[src/shared/ca_pkg.sv]
// Constants for the counter array and watchdog control block
package ca_pkg;
  // Register addresses on the special function register port
  localparam logic [7:0] ADDR_CONTROL = 8'hd8;
  localparam logic [7:0] ADDR_MODE = 8'hd9;
  localparam logic [7:0] ADDR_MOD0_MODE = 8'hda;
  localparam logic [7:0] ADDR_MOD1_MODE = 8'hdb;
  localparam logic [7:0] ADDR_MOD2_MODE = 8'hdc;
  localparam logic [7:0] ADDR_COUNT_LOW = 8'hf9;
  localparam logic [7:0] ADDR_COUNT_HIGH = 8'hfa;
  localparam logic [7:0] ADDR_MOD0_LOW = 8'hfb;
  localparam logic [7:0] ADDR_MOD0_HIGH = 8'hfc;
  localparam logic [7:0] ADDR_MOD1_LOW = 8'he9;
  localparam logic [7:0] ADDR_MOD1_HIGH = 8'hea;
  localparam logic [7:0] ADDR_MOD2_LOW = 8'heb;
  localparam logic [7:0] ADDR_MOD2_HIGH = 8'hec;
  // Reset values
  localparam logic [7:0] RST_CONTROL = 8'h00;
  localparam logic [7:0] RST_MODE = 8'h40;
  localparam logic [7:0] RST_MOD_MODE = 8'h00;
  localparam logic [7:0] RST_BYTE = 8'h00;
  // Control register fields
  localparam int CTL_OVF = 7;
  localparam int CTL_RUN = 6;
  localparam logic [7:0] CTL_WRITE_MASK = 8'hc7;
  // Mode register fields
  localparam int MD_IDLE = 7;
  localparam int MD_WDE = 6;
  localparam int MD_LOCK = 5;
  localparam int MD_CS_HI = 3;
  localparam int MD_CS_LO = 1;
  localparam int MD_OVF_IE = 0;
  localparam logic [7:0] MD_WRITE_MASK = 8'hef;
  // Module mode fields
  localparam int MM_PWM16 = 7;
  localparam int MM_ECOM = 6;
  localparam int MM_CAPP = 5;
  localparam int MM_CAPN = 4;
  localparam int MM_MAT = 3;
  localparam int MM_TOG = 2;
  localparam int MM_PWM = 1;
  localparam int MM_IE = 0;
  // Software timer mode forced on module 2 by the watchdog
  localparam logic [7:0] MM_SOFT_TIMER = 8'h48;
  // Clock select codes
  typedef enum logic [2:0] {
    CS_DIV12 = 3'h0,
    CS_DIV4 = 3'h1,
    CS_TIMER0 = 3'h2,
    CS_EXT_FALL = 3'h3,
    CS_SYSCLK = 3'h4,
    CS_XOSC_DIV8 = 3'h5
  } clk_sel_t;
  localparam logic [3:0] DIV12_LAST = 4'hb;
  localparam logic [3:0] DIV4_LAST = 4'h3;
  localparam int MODULES = 3;
  localparam int WD_MODULE = 2;
endpackage

[src/core/ca_module.sv]
// One capture/compare module: match, capture, toggle, frequency and PWM output
`timescale 1ns/1ps
module ca_module (
  // Clock and reset
  input wire logic sys_clk_in,
  input wire logic rstn_in,
  input wire logic clk_en_in,
  // Counter state
  input wire logic tick_in,
  input wire logic [15:0] count_in,
  input wire logic low_wrap_in,
  input wire logic full_wrap_in,
  // Configuration and value
  input wire logic [7:0] mode_in,
  input wire logic [15:0] value_in,
  input wire logic watchdog_in,
  // Synchronised external pin
  input wire logic pin_in,
  // Results
  output logic match_out,
  output logic capture_out,
  output logic freq_step_out,
  output logic pwm_reload_out,
  output logic pin_out
);
  import ca_pkg::*;
  logic pin_last;
  logic pin_q;
  wire rise = pin_in & ~pin_last;
  wire fall = ~pin_in & pin_last;
  wire ecom = mode_in[MM_ECOM];
  wire pwm = mode_in[MM_PWM];
  wire tog = mode_in[MM_TOG];
  wire freq_mode = pwm & tog;
  wire pwm8 = pwm & ~tog & ~mode_in[MM_PWM16];
  wire pwm16 = pwm & ~tog & mode_in[MM_PWM16];
  wire eq16 = ecom & (count_in == value_in);
  wire eq8 = ecom & (count_in[7:0] == value_in[7:0]);
  wire eq_any = tick_in & (pwm8 | freq_mode ? eq8 : eq16);
  // flag on match; watchdog matches handled elsewhere
  assign match_out = eq_any & mode_in[MM_MAT] & ~watchdog_in;
  assign capture_out = ~watchdog_in &
    ((rise & mode_in[MM_CAPP]) | (fall & mode_in[MM_CAPN]));
  assign freq_step_out = eq_any & freq_mode;
  assign pwm_reload_out = pwm8 & low_wrap_in;
  wire wrap_end = pwm8 ? low_wrap_in : full_wrap_in;
  always_ff @(posedge sys_clk_in) begin
    if (!rstn_in) begin
      pin_last <= 1'b0;
      pin_q <= 1'b0;
    end else if (clk_en_in) begin
      pin_last <= pin_in;
      if (tog & eq_any & ~watchdog_in) begin
        pin_q <= ~pin_q;
      // PWM set on match, clear on wrap
      end else if (pwm & ~tog & ~watchdog_in) begin
        if (!ecom) pin_q <= 1'b0;
        else if (tick_in & wrap_end) pin_q <= 1'b0;
        else if (eq_any & (pwm8 | pwm16)) pin_q <= 1'b1;
      end
    end
  end
  assign pin_out = pin_q;
endmodule

[src/core/ca_control.sv]
// Counter array control with watchdog, clock select, flags and mode registers
`timescale 1ns/1ps
// Function
// - Watchdog resets on low-byte wrap while module-2 high equals counter high.
// - Counter high byte counts low-byte wraps; first wrap after 256 counter ticks.
// - Writing one to module-2 flag forces reset while watchdog enabled.
// - Setting enable or lock bit enables the watchdog.
// - Lock holds watchdog until reset; otherwise clearing enable disables it.
// - Reset: watchdog on, clock divide-by-12, low byte and offset zero.
// - Mode register writes while enable bit set only clear that bit, and only if it is written zero.
// - Overflow flag set on counter wrap to zero, cleared by software.
// - Run bit stops the counter at zero, counts at one.
// - Unused control bits 5-3 and mode bit 4 read zero.
// - Module flags set on match or capture, cleared by software.
// - Idle suspend bit stops the counter while the CPU idles.
// - Clock select picks sysclk/12, /4, timer0, ext fall, sysclk, osc/8.
// - Overflow interrupt enable gates the overflow flag.
// - Width select picks 16-bit or 8-bit PWM.
// - Comparator enable turns on the counter comparison.
// - Rising and falling capture enables are independent.
// - Match enable sets the module flag on counter equality.
// - Toggle inverts output on match; with PWM gives frequency output.
// - PWM enable drives PWM on the module output pin.
// - Module interrupt enable gates that module's flag.
// - While watchdog on, write to module-2 high loads counter high plus offset.
// - Watchdog forces counter on, software timer mode, blocks counter and module-2 mode writes.
module ca_control (
  // Clock, reset and enable
  input wire logic sys_clk_in,
  input wire logic rstn_in,
  input wire logic clk_en_in,
  // Special function register port
  input wire logic [7:0] sfr_addr_in,
  input wire logic [7:0] sfr_wdata_in,
  input wire logic sfr_wr_in,
  output logic [7:0] sfr_rdata_out,
  // System status
  input wire logic cpu_idle_in,
  input wire logic timer0_ovf_in,
  // External pins, asynchronous
  input wire logic external_count_input_in,
  input wire logic xosc_in,
  input wire logic [2:0] module_capture_pin_in,
  // Outputs
  output logic [2:0] module_output_pin_out,
  output logic irq_out,
  output logic watchdog_reset_out
);
  import ca_pkg::*;
  logic [7:0] array_control;
  logic [7:0] array_mode;
  logic [7:0] module_mode [MODULES];
  logic [7:0] mod_low [MODULES];
  logic [7:0] mod_high [MODULES];
  logic [15:0] count;
  logic [3:0] div_cnt;
  logic [4:0] sync1;
  logic [4:0] sync2;
  logic eci_last;
  logic xosc_last;
  logic [2:0] xosc_div;
  logic wd_reset;
  logic [2:0] match;
  logic [2:0] capture;
  logic [2:0] freq_step;
  logic [2:0] pwm_reload;

  ////////////////////////////////////////////////////////////////////////////
  // Pin synchronisers; first stage read only by the second
  always_ff @(posedge sys_clk_in) begin
    if (!rstn_in) begin
      sync1 <= 5'h00;
      sync2 <= 5'h00;
    end else if (clk_en_in) begin
      sync1 <= {xosc_in, external_count_input_in, module_capture_pin_in};
      sync2 <= sync1;
    end
  end
  wire [2:0] cap_pin = sync2[2:0];
  wire eci_s = sync2[3];
  wire xosc_s = sync2[4];

  ////////////////////////////////////////////////////////////////////////////
  // Watchdog state
  // enable or lock
  wire wd_on = array_mode[MD_WDE] | array_mode[MD_LOCK];
  wire [2:0] clk_sel = array_mode[MD_CS_HI:MD_CS_LO];
  wire suspended = array_mode[MD_IDLE] & cpu_idle_in;
  // run bit, forced on by watchdog
  wire running = (array_control[CTL_RUN] | wd_on) & ~suspended;
  wire eci_fall = eci_last & ~eci_s;
  wire xosc_rise = xosc_s & ~xosc_last;
  wire xosc_tick = xosc_rise & (xosc_div == 3'h7);
  // clock source selection; reserved codes never tick
  logic src_tick;
  always_comb begin
    unique case (clk_sel)
      CS_DIV12: src_tick = (div_cnt == DIV12_LAST);
      CS_DIV4: src_tick = (div_cnt[1:0] == DIV4_LAST[1:0]);
      CS_TIMER0: src_tick = timer0_ovf_in;
      CS_EXT_FALL: src_tick = eci_fall;
      CS_SYSCLK: src_tick = 1'b1;
      CS_XOSC_DIV8: src_tick = xosc_tick;
      default: src_tick = 1'b0;
    endcase
  end
  wire tick = running & src_tick;
  wire low_wrap = tick & (count[7:0] == 8'hff);
  wire full_wrap = tick & (count == 16'hffff);

  ////////////////////////////////////////////////////////////////////////////
  // Register write decode
  wire wr_ctl = sfr_wr_in & (sfr_addr_in == ADDR_CONTROL);
  // only a disabling write passes while enable bit set
  wire wr_md = sfr_wr_in & (sfr_addr_in == ADDR_MODE) &
    (~array_mode[MD_WDE] | ~sfr_wdata_in[MD_WDE]);
  // lock bit sticks until reset; disabling keeps clock and idle bits
  wire [7:0] next_mode = array_mode[MD_WDE] ? (array_mode & ~(8'h01 << MD_WDE)) :
    ((sfr_wdata_in & MD_WRITE_MASK) | (array_mode & (8'h01 << MD_LOCK)));
  wire wr_cl = sfr_wr_in & (sfr_addr_in == ADDR_COUNT_LOW) & ~wd_on;
  wire wr_ch = sfr_wr_in & (sfr_addr_in == ADDR_COUNT_HIGH) & ~wd_on;
  wire [7:0] mm_addr [MODULES] = '{ADDR_MOD0_MODE, ADDR_MOD1_MODE, ADDR_MOD2_MODE};
  wire [7:0] lo_addr [MODULES] = '{ADDR_MOD0_LOW, ADDR_MOD1_LOW, ADDR_MOD2_LOW};
  wire [7:0] hi_addr [MODULES] = '{ADDR_MOD0_HIGH, ADDR_MOD1_HIGH, ADDR_MOD2_HIGH};
  // forced watchdog reset by writing module-2 flag
  wire force_rst = wr_ctl & wd_on & sfr_wdata_in[WD_MODULE];
  // compare high byte on low-byte wrap
  wire wd_expire = wd_on & low_wrap & (mod_high[WD_MODULE] == count[15:8]);

  ////////////////////////////////////////////////////////////////////////////
  // Counter, dividers and watchdog reset
  always_ff @(posedge sys_clk_in) begin
    if (!rstn_in) begin
      count <= {RST_BYTE, RST_BYTE};
      div_cnt <= 4'h0;
      eci_last <= 1'b0;
      xosc_last <= 1'b0;
      xosc_div <= 3'h0;
      wd_reset <= 1'b0;
    end else if (clk_en_in) begin
      eci_last <= eci_s;
      xosc_last <= xosc_s;
      if (xosc_rise) xosc_div <= xosc_div + 3'h1;
      div_cnt <= (div_cnt == DIV12_LAST) ? 4'h0 : div_cnt + 4'h1;
      wd_reset <= force_rst | wd_expire;
      if (wr_cl) count[7:0] <= sfr_wdata_in;
      else if (wr_ch) count[15:8] <= sfr_wdata_in;
      else if (tick) count <= count + 16'h0001;
    end
  end
  assign watchdog_reset_out = wd_reset;

  ////////////////////////////////////////////////////////////////////////////
  // Control and mode registers
  wire [2:0] flag_set = match | capture;
  always_ff @(posedge sys_clk_in) begin
    if (!rstn_in) begin
      array_control <= RST_CONTROL;
      array_mode <= RST_MODE;
    end else if (clk_en_in) begin
      if (wr_ctl) array_control <= sfr_wdata_in & CTL_WRITE_MASK;
      // hardware set wins over software clear
      if (full_wrap) array_control[CTL_OVF] <= 1'b1;
      for (int i = 0; i < MODULES; i++) begin
        if (flag_set[i]) array_control[i] <= 1'b1;
      end
      if (wr_md) array_mode <= next_mode;
    end
  end

  ////////////////////////////////////////////////////////////////////////////
  // Module registers and datapaths
  for (genvar m = 0; m < MODULES; m++) begin : g_mod
    wire wd_here = wd_on & (m == WD_MODULE);
    // module-2 mode writes blocked under watchdog
    wire wr_mm = sfr_wr_in & (sfr_addr_in == mm_addr[m]) & ~wd_here;
    wire wr_lo = sfr_wr_in & (sfr_addr_in == lo_addr[m]);
    wire wr_hi = sfr_wr_in & (sfr_addr_in == hi_addr[m]);
    wire [7:0] eff_mode = wd_here ? MM_SOFT_TIMER : module_mode[m];
    always_ff @(posedge sys_clk_in) begin
      if (!rstn_in) begin
        module_mode[m] <= RST_MOD_MODE;
        mod_low[m] <= RST_BYTE;
        mod_high[m] <= RST_BYTE;
      end else if (clk_en_in) begin
        if (wr_mm) module_mode[m] <= sfr_wdata_in;
        if (wr_lo) begin
          mod_low[m] <= sfr_wdata_in;
          if (!wd_here) module_mode[m][MM_ECOM] <= 1'b0;
        end else if (freq_step[m]) begin
          mod_low[m] <= mod_low[m] + mod_high[m];
        end else if (pwm_reload[m]) begin
          mod_low[m] <= mod_high[m];
        end
        if (wr_hi) begin
          mod_high[m] <= wd_here ? count[15:8] + mod_low[m] : sfr_wdata_in;
          if (!wd_here) module_mode[m][MM_ECOM] <= 1'b1;
        end else if (capture[m]) begin
          mod_high[m] <= count[15:8];
        end
        if (capture[m]) mod_low[m] <= count[7:0];
      end
    end
    ca_module u_mod (
      .sys_clk_in(sys_clk_in),
      .rstn_in(rstn_in),
      .clk_en_in(clk_en_in),
      .tick_in(tick),
      .count_in(count),
      .low_wrap_in(low_wrap),
      .full_wrap_in(full_wrap),
      .mode_in(eff_mode),
      .value_in({mod_high[m], mod_low[m]}),
      .watchdog_in(wd_here),
      .pin_in(cap_pin[m]),
      .match_out(match[m]),
      .capture_out(capture[m]),
      .freq_step_out(freq_step[m]),
      .pwm_reload_out(pwm_reload[m]),
      .pin_out(module_output_pin_out[m])
    );
  end

  ////////////////////////////////////////////////////////////////////////////
  // Interrupt request and read mux
  wire [2:0] mod_ie = {module_mode[2][MM_IE], module_mode[1][MM_IE],
                       module_mode[0][MM_IE]};
  assign irq_out = (array_control[CTL_OVF] & array_mode[MD_OVF_IE]) |
                   (|(array_control[2:0] & mod_ie));
  // unused bits already held at zero by write masks
  logic [7:0] rd;
  always_comb begin
    rd = 8'h00;
    unique case (sfr_addr_in)
      ADDR_CONTROL: rd = array_control;
      ADDR_MODE: rd = array_mode;
      ADDR_MOD0_MODE: rd = module_mode[0];
      ADDR_MOD1_MODE: rd = module_mode[1];
      ADDR_MOD2_MODE: rd = module_mode[2];
      ADDR_COUNT_LOW: rd = count[7:0];
      ADDR_COUNT_HIGH: rd = count[15:8];
      ADDR_MOD0_LOW: rd = mod_low[0];
      ADDR_MOD0_HIGH: rd = mod_high[0];
      ADDR_MOD1_LOW: rd = mod_low[1];
      ADDR_MOD1_HIGH: rd = mod_high[1];
      ADDR_MOD2_LOW: rd = mod_low[2];
      ADDR_MOD2_HIGH: rd = mod_high[2];
      default: rd = 8'h00;
    endcase
  end
  assign sfr_rdata_out = rd;
endmodule

[config.mk]
export PLATFORM = sky130hd
export DESIGN_NAME = ca_control
export DESIGN_NICKNAME = d
export VERILOG_FILES = /design/src/shared/ca_pkg.sv /design/src/core/ca_module.sv /design/src/core/ca_control.sv
export SDC_FILE = /design/constraint.sdc
export NUM_CORES = 1
export LEC_CHECK = 0
export ABC_AREA = 0
export BUFFER_PORTS_ARGS = -buffer_cell sky130_fd_sc_hd__buf_2
export CAP_MARGIN = 0
export CORE_MARGIN = 2
export CORE_UTILIZATION = 38
export DETAILED_ROUTE_END_ITERATION = 12
export GPL_TIMING_DRIVEN = 0
export MAX_ROUTING_LAYER = met4
export PLACE_DENSITY = 0.63
export SETUP_SLACK_MARGIN = 0.4
export SLEW_MARGIN = 20
export SYNTH_ARGS = -nofsm -noshare
export SYNTH_HDL_FRONTEND = slang
export SYNTH_SLANG_ARGS = --single-unit
[constraint.sdc]
create_clock -name sys_clk_in -period 3.5 [get_ports sys_clk_in]
set_input_delay 1.05 -clock sys_clk_in [delete_from_list [all_inputs] [get_ports sys_clk_in]]
set_output_delay 1.05 -clock sys_clk_in [all_outputs]
set_load 0.01 [all_outputs]
==> metrics.txt <==
Max clock buf depth 2; CTS buffer count 17; met2 Resource Use GR 44.37%; initial antenna violation count 0; Lkg Pwr 0.004188 uW; # hold bufs at CTS 0; CP peak stage delay 0.37 ns; Warnings, synthesis 0; die area 25390 sq um; Cells after Synth 1049; # setup viols final 8; Detailed Routing Iterations Pass 1 8; GRT overflow 0; Critical Path End Type primary output; P&R area growth vs syn 21.75%; met1 Use GR 41.77%; post-synthesis sequential area ratio 35.37%; H-tree depth 4; skew final 0.01353 ns; clock root buffer master clkbuf_16; number of flops mapped to enable cells by yosys 72; Top FF cell, synth edfxtp_1; gr usage total 31.24%; antenna cells 0; vias per inst 6.310; actual slew at the worst max-slew pin 1.227 ns; Tmin final 3.919 ns; most frequent CP cell buf_6; vias in the first global route 8834; first-pass GRT wire length 57.12 mm; # rows 56; final instance area 11160 sq um; DRT iter0 DRCs 1630; CP Cell Sequence buf_8 -> nand2b_4 -> or3b_4 -> buf_6 -> buf_4 -> buf_6 -> nor2_4 -> buf_6 -> a22o_1 -> a2111oi_2 -> nand2_1 -> buf_2; Yosys reg bits 126; final worst slack -0.4193 ns; worst-path cell with the longest stage delay or3b_4; Port Buffers 34; clk slew on worst S/H paths 0.06 ns; Detail Placement HPWL 27.92 mm; hold_ws 0.4853 ns; capturing point of the worst reg2reg path mod_low[2][3]; I/O Pins 40; Worst EP required 2.45 ns; Fin. Hold Viols 0; CP startpoint sfr_addr_in[2]; met3 usage 6.356%; DRC 0; worst slack, placed -0.8820 ns; CTS sink cnt 126; CP Data Arrival Time 2.87 ns; max cap viols 0; gr busiest metal met2; CTS tree built; Worst IR Drop VDD 0.3053 mV; power density over the cells 343.4 nW/um^2; Syn Nets 1112; post-synthesis average cell area 8.741 sq um; fraction of layout cells with a size suffix above 1 17.74%; status finished, violations left; most frequent cells in the layout nand2_1 (96), nor2_1 (77), edfxtp_1 (72); Nets 1211; GPL Wtd Cong 1.031; Core ar. 23610 sq um; Initial Utilization 38.83%; Mapped Area 9169 sq um; Yosys cell types 78; crit-path max FO 7; Fmax achieved 0.2551 GHz; reg2reg start count[6]; slew margin rel. 18.22%; vias after detailed routing 9339; Final ANT Viol Nets 0; Crit Path Class primary input to primary output; flop-to-flop setup slack 0.46 ns; RSZ-0062 raised after global routing yes; Die H 159.3 microns; commonest non-fill, non-tap cell in the layout nand2_1; crit path capture sfr_rdata_out[7]; Clock Latency Late Sink 0.43 ns; Hold Path Class flip-flop to flip-flop; Wirelength per Cell 26.48 microns; failing checks setup timing; max-slew violations 0; period utilisation layout 112.0%; Reg2Reg Depth 9; placed inst area 9809 sq um; largest net degree at the start of global routing 17; Startpoint Class primary input; chip width 159.3 microns; asr flop ratio synth 0%; final wirelength 39.20 mm
## worst max-delay path, delay by kind of cell
family          cells  cell delay, ns
compound gates      2            0.19
buf+inv             6            0.82
simple gates        4            0.80
## worst min path at each step
stage                       end  cells past startpoint        startpoint  slack (ns)
3_3_place_gp   array_control[1]                      2  array_control[1]        0.47
6_report       array_control[1]                      2  array_control[1]        0.49
2_1_floorplan  array_control[2]                      2  array_control[2]        0.45
3_5_place_dp   array_control[1]                      2  array_control[1]        0.47
4_1_cts        array_control[1]                      2  array_control[1]        0.49
5_1_grt        array_control[1]                      2  array_control[1]        0.54
## power by group
| part | internal (uW) | total (uW) | switching, uW | leakage, uW |
|---|---|---|---|---|
| logic | 145 | 377 | 232 | 0.00272 |
| registers | 1610 | 1680 | 73.6 | 0.00117 |
| clock network | 1040 | 1780 | 733 | 0.000294 |
## metal layers
layer  part of all wire [%]  up-vias
met5                      0        -
met4                    5.6        0
met3                     12      134
met2                     42      619
met1                     41     4449
li1                       -     4137
## timing repair
action | in CTS | in global routing
endpoints found under the setup margin | 84 | 64
gates cloned | 1 | 0
resized for setup | 74 | 24
pin swaps | 26 | 15
setup buffers | 38 | 7
endpoints found under the hold margin | 0 | 0
## through the flow
stage | utilization, % | std cells | power, uW | setup TNS, ns
after global routing | 47.28 | 1480 | 3920 | -2.923
after floorplan | - | 1049 | 1883 | 0
after detailed placement | 41.54 | 1402 | 2032 | -28.27
after CTS | 46.59 | 1473 | 3805 | -1.924
after global placement | 41.54 | 1402 | 2028 | -29.04
final | 47.28 | 1480 | 3834 | -2.779
## flip-flops by register name, indices dropped and copies added (netlist names)
register and flops:
array_control 5, eci_last 1, mod_low 24, g_mod.u_mod.pin_last 3
xosc_last 1, module_mode 24, sync2 5, sync1 5
count 16, array_mode 7, g_mod.u_mod.pin_out 3, watchdog_reset_out 1
xosc_div 3, mod_high 24, div_cnt 4
## cells in the mapped netlist, drive strengths merged (8+ instances only)
master  count  area share, %
ha         32            4.4
edfxtp     72             24
o21a        9           0.74
mux2i      35            3.8
xor2        9           0.86
dfxtp      54             12
o21ai      51            2.8
clkbuf     44            1.8
a22o       22            2.1
nand3      30            1.6
nand4      24            1.6
and3       28            1.9
nor3       31            1.8
and2       15            1.0
a222oi     13            1.4
a221oi     14            1.3
nand2      99            4.1
inv        29            1.2
o31ai       8           0.66
a22oi      21            1.7
a21oi      50            2.8
nor2       93            3.9
o211ai      9           0.74
buf        25            1.7
o22ai      14           0.96
a31oi      16            1.1
xnor2      58            5.5
nor2b      41            2.8
## cell families after synthesis
kind of cell	share of synthesized area, %
simple gates	23.12
compound gates	21.40
flops	35.37
buf+inv	4.653
xor+xnor	6.400
fa+ha+maj	5.240
mux	3.821
## cell type report
cell class,count,area [sq um]
clock buffers,20,500.5
multi-input cells,825,5779
flip-flops and latches,126,3243
fillers,2298,12450
inverters,29,108.9
clock inverters,12,91.34
repair buffers,80,616.8
plain buffers,69,424.2
well taps,319,399.1
Power figures use the tool's default switching activity.
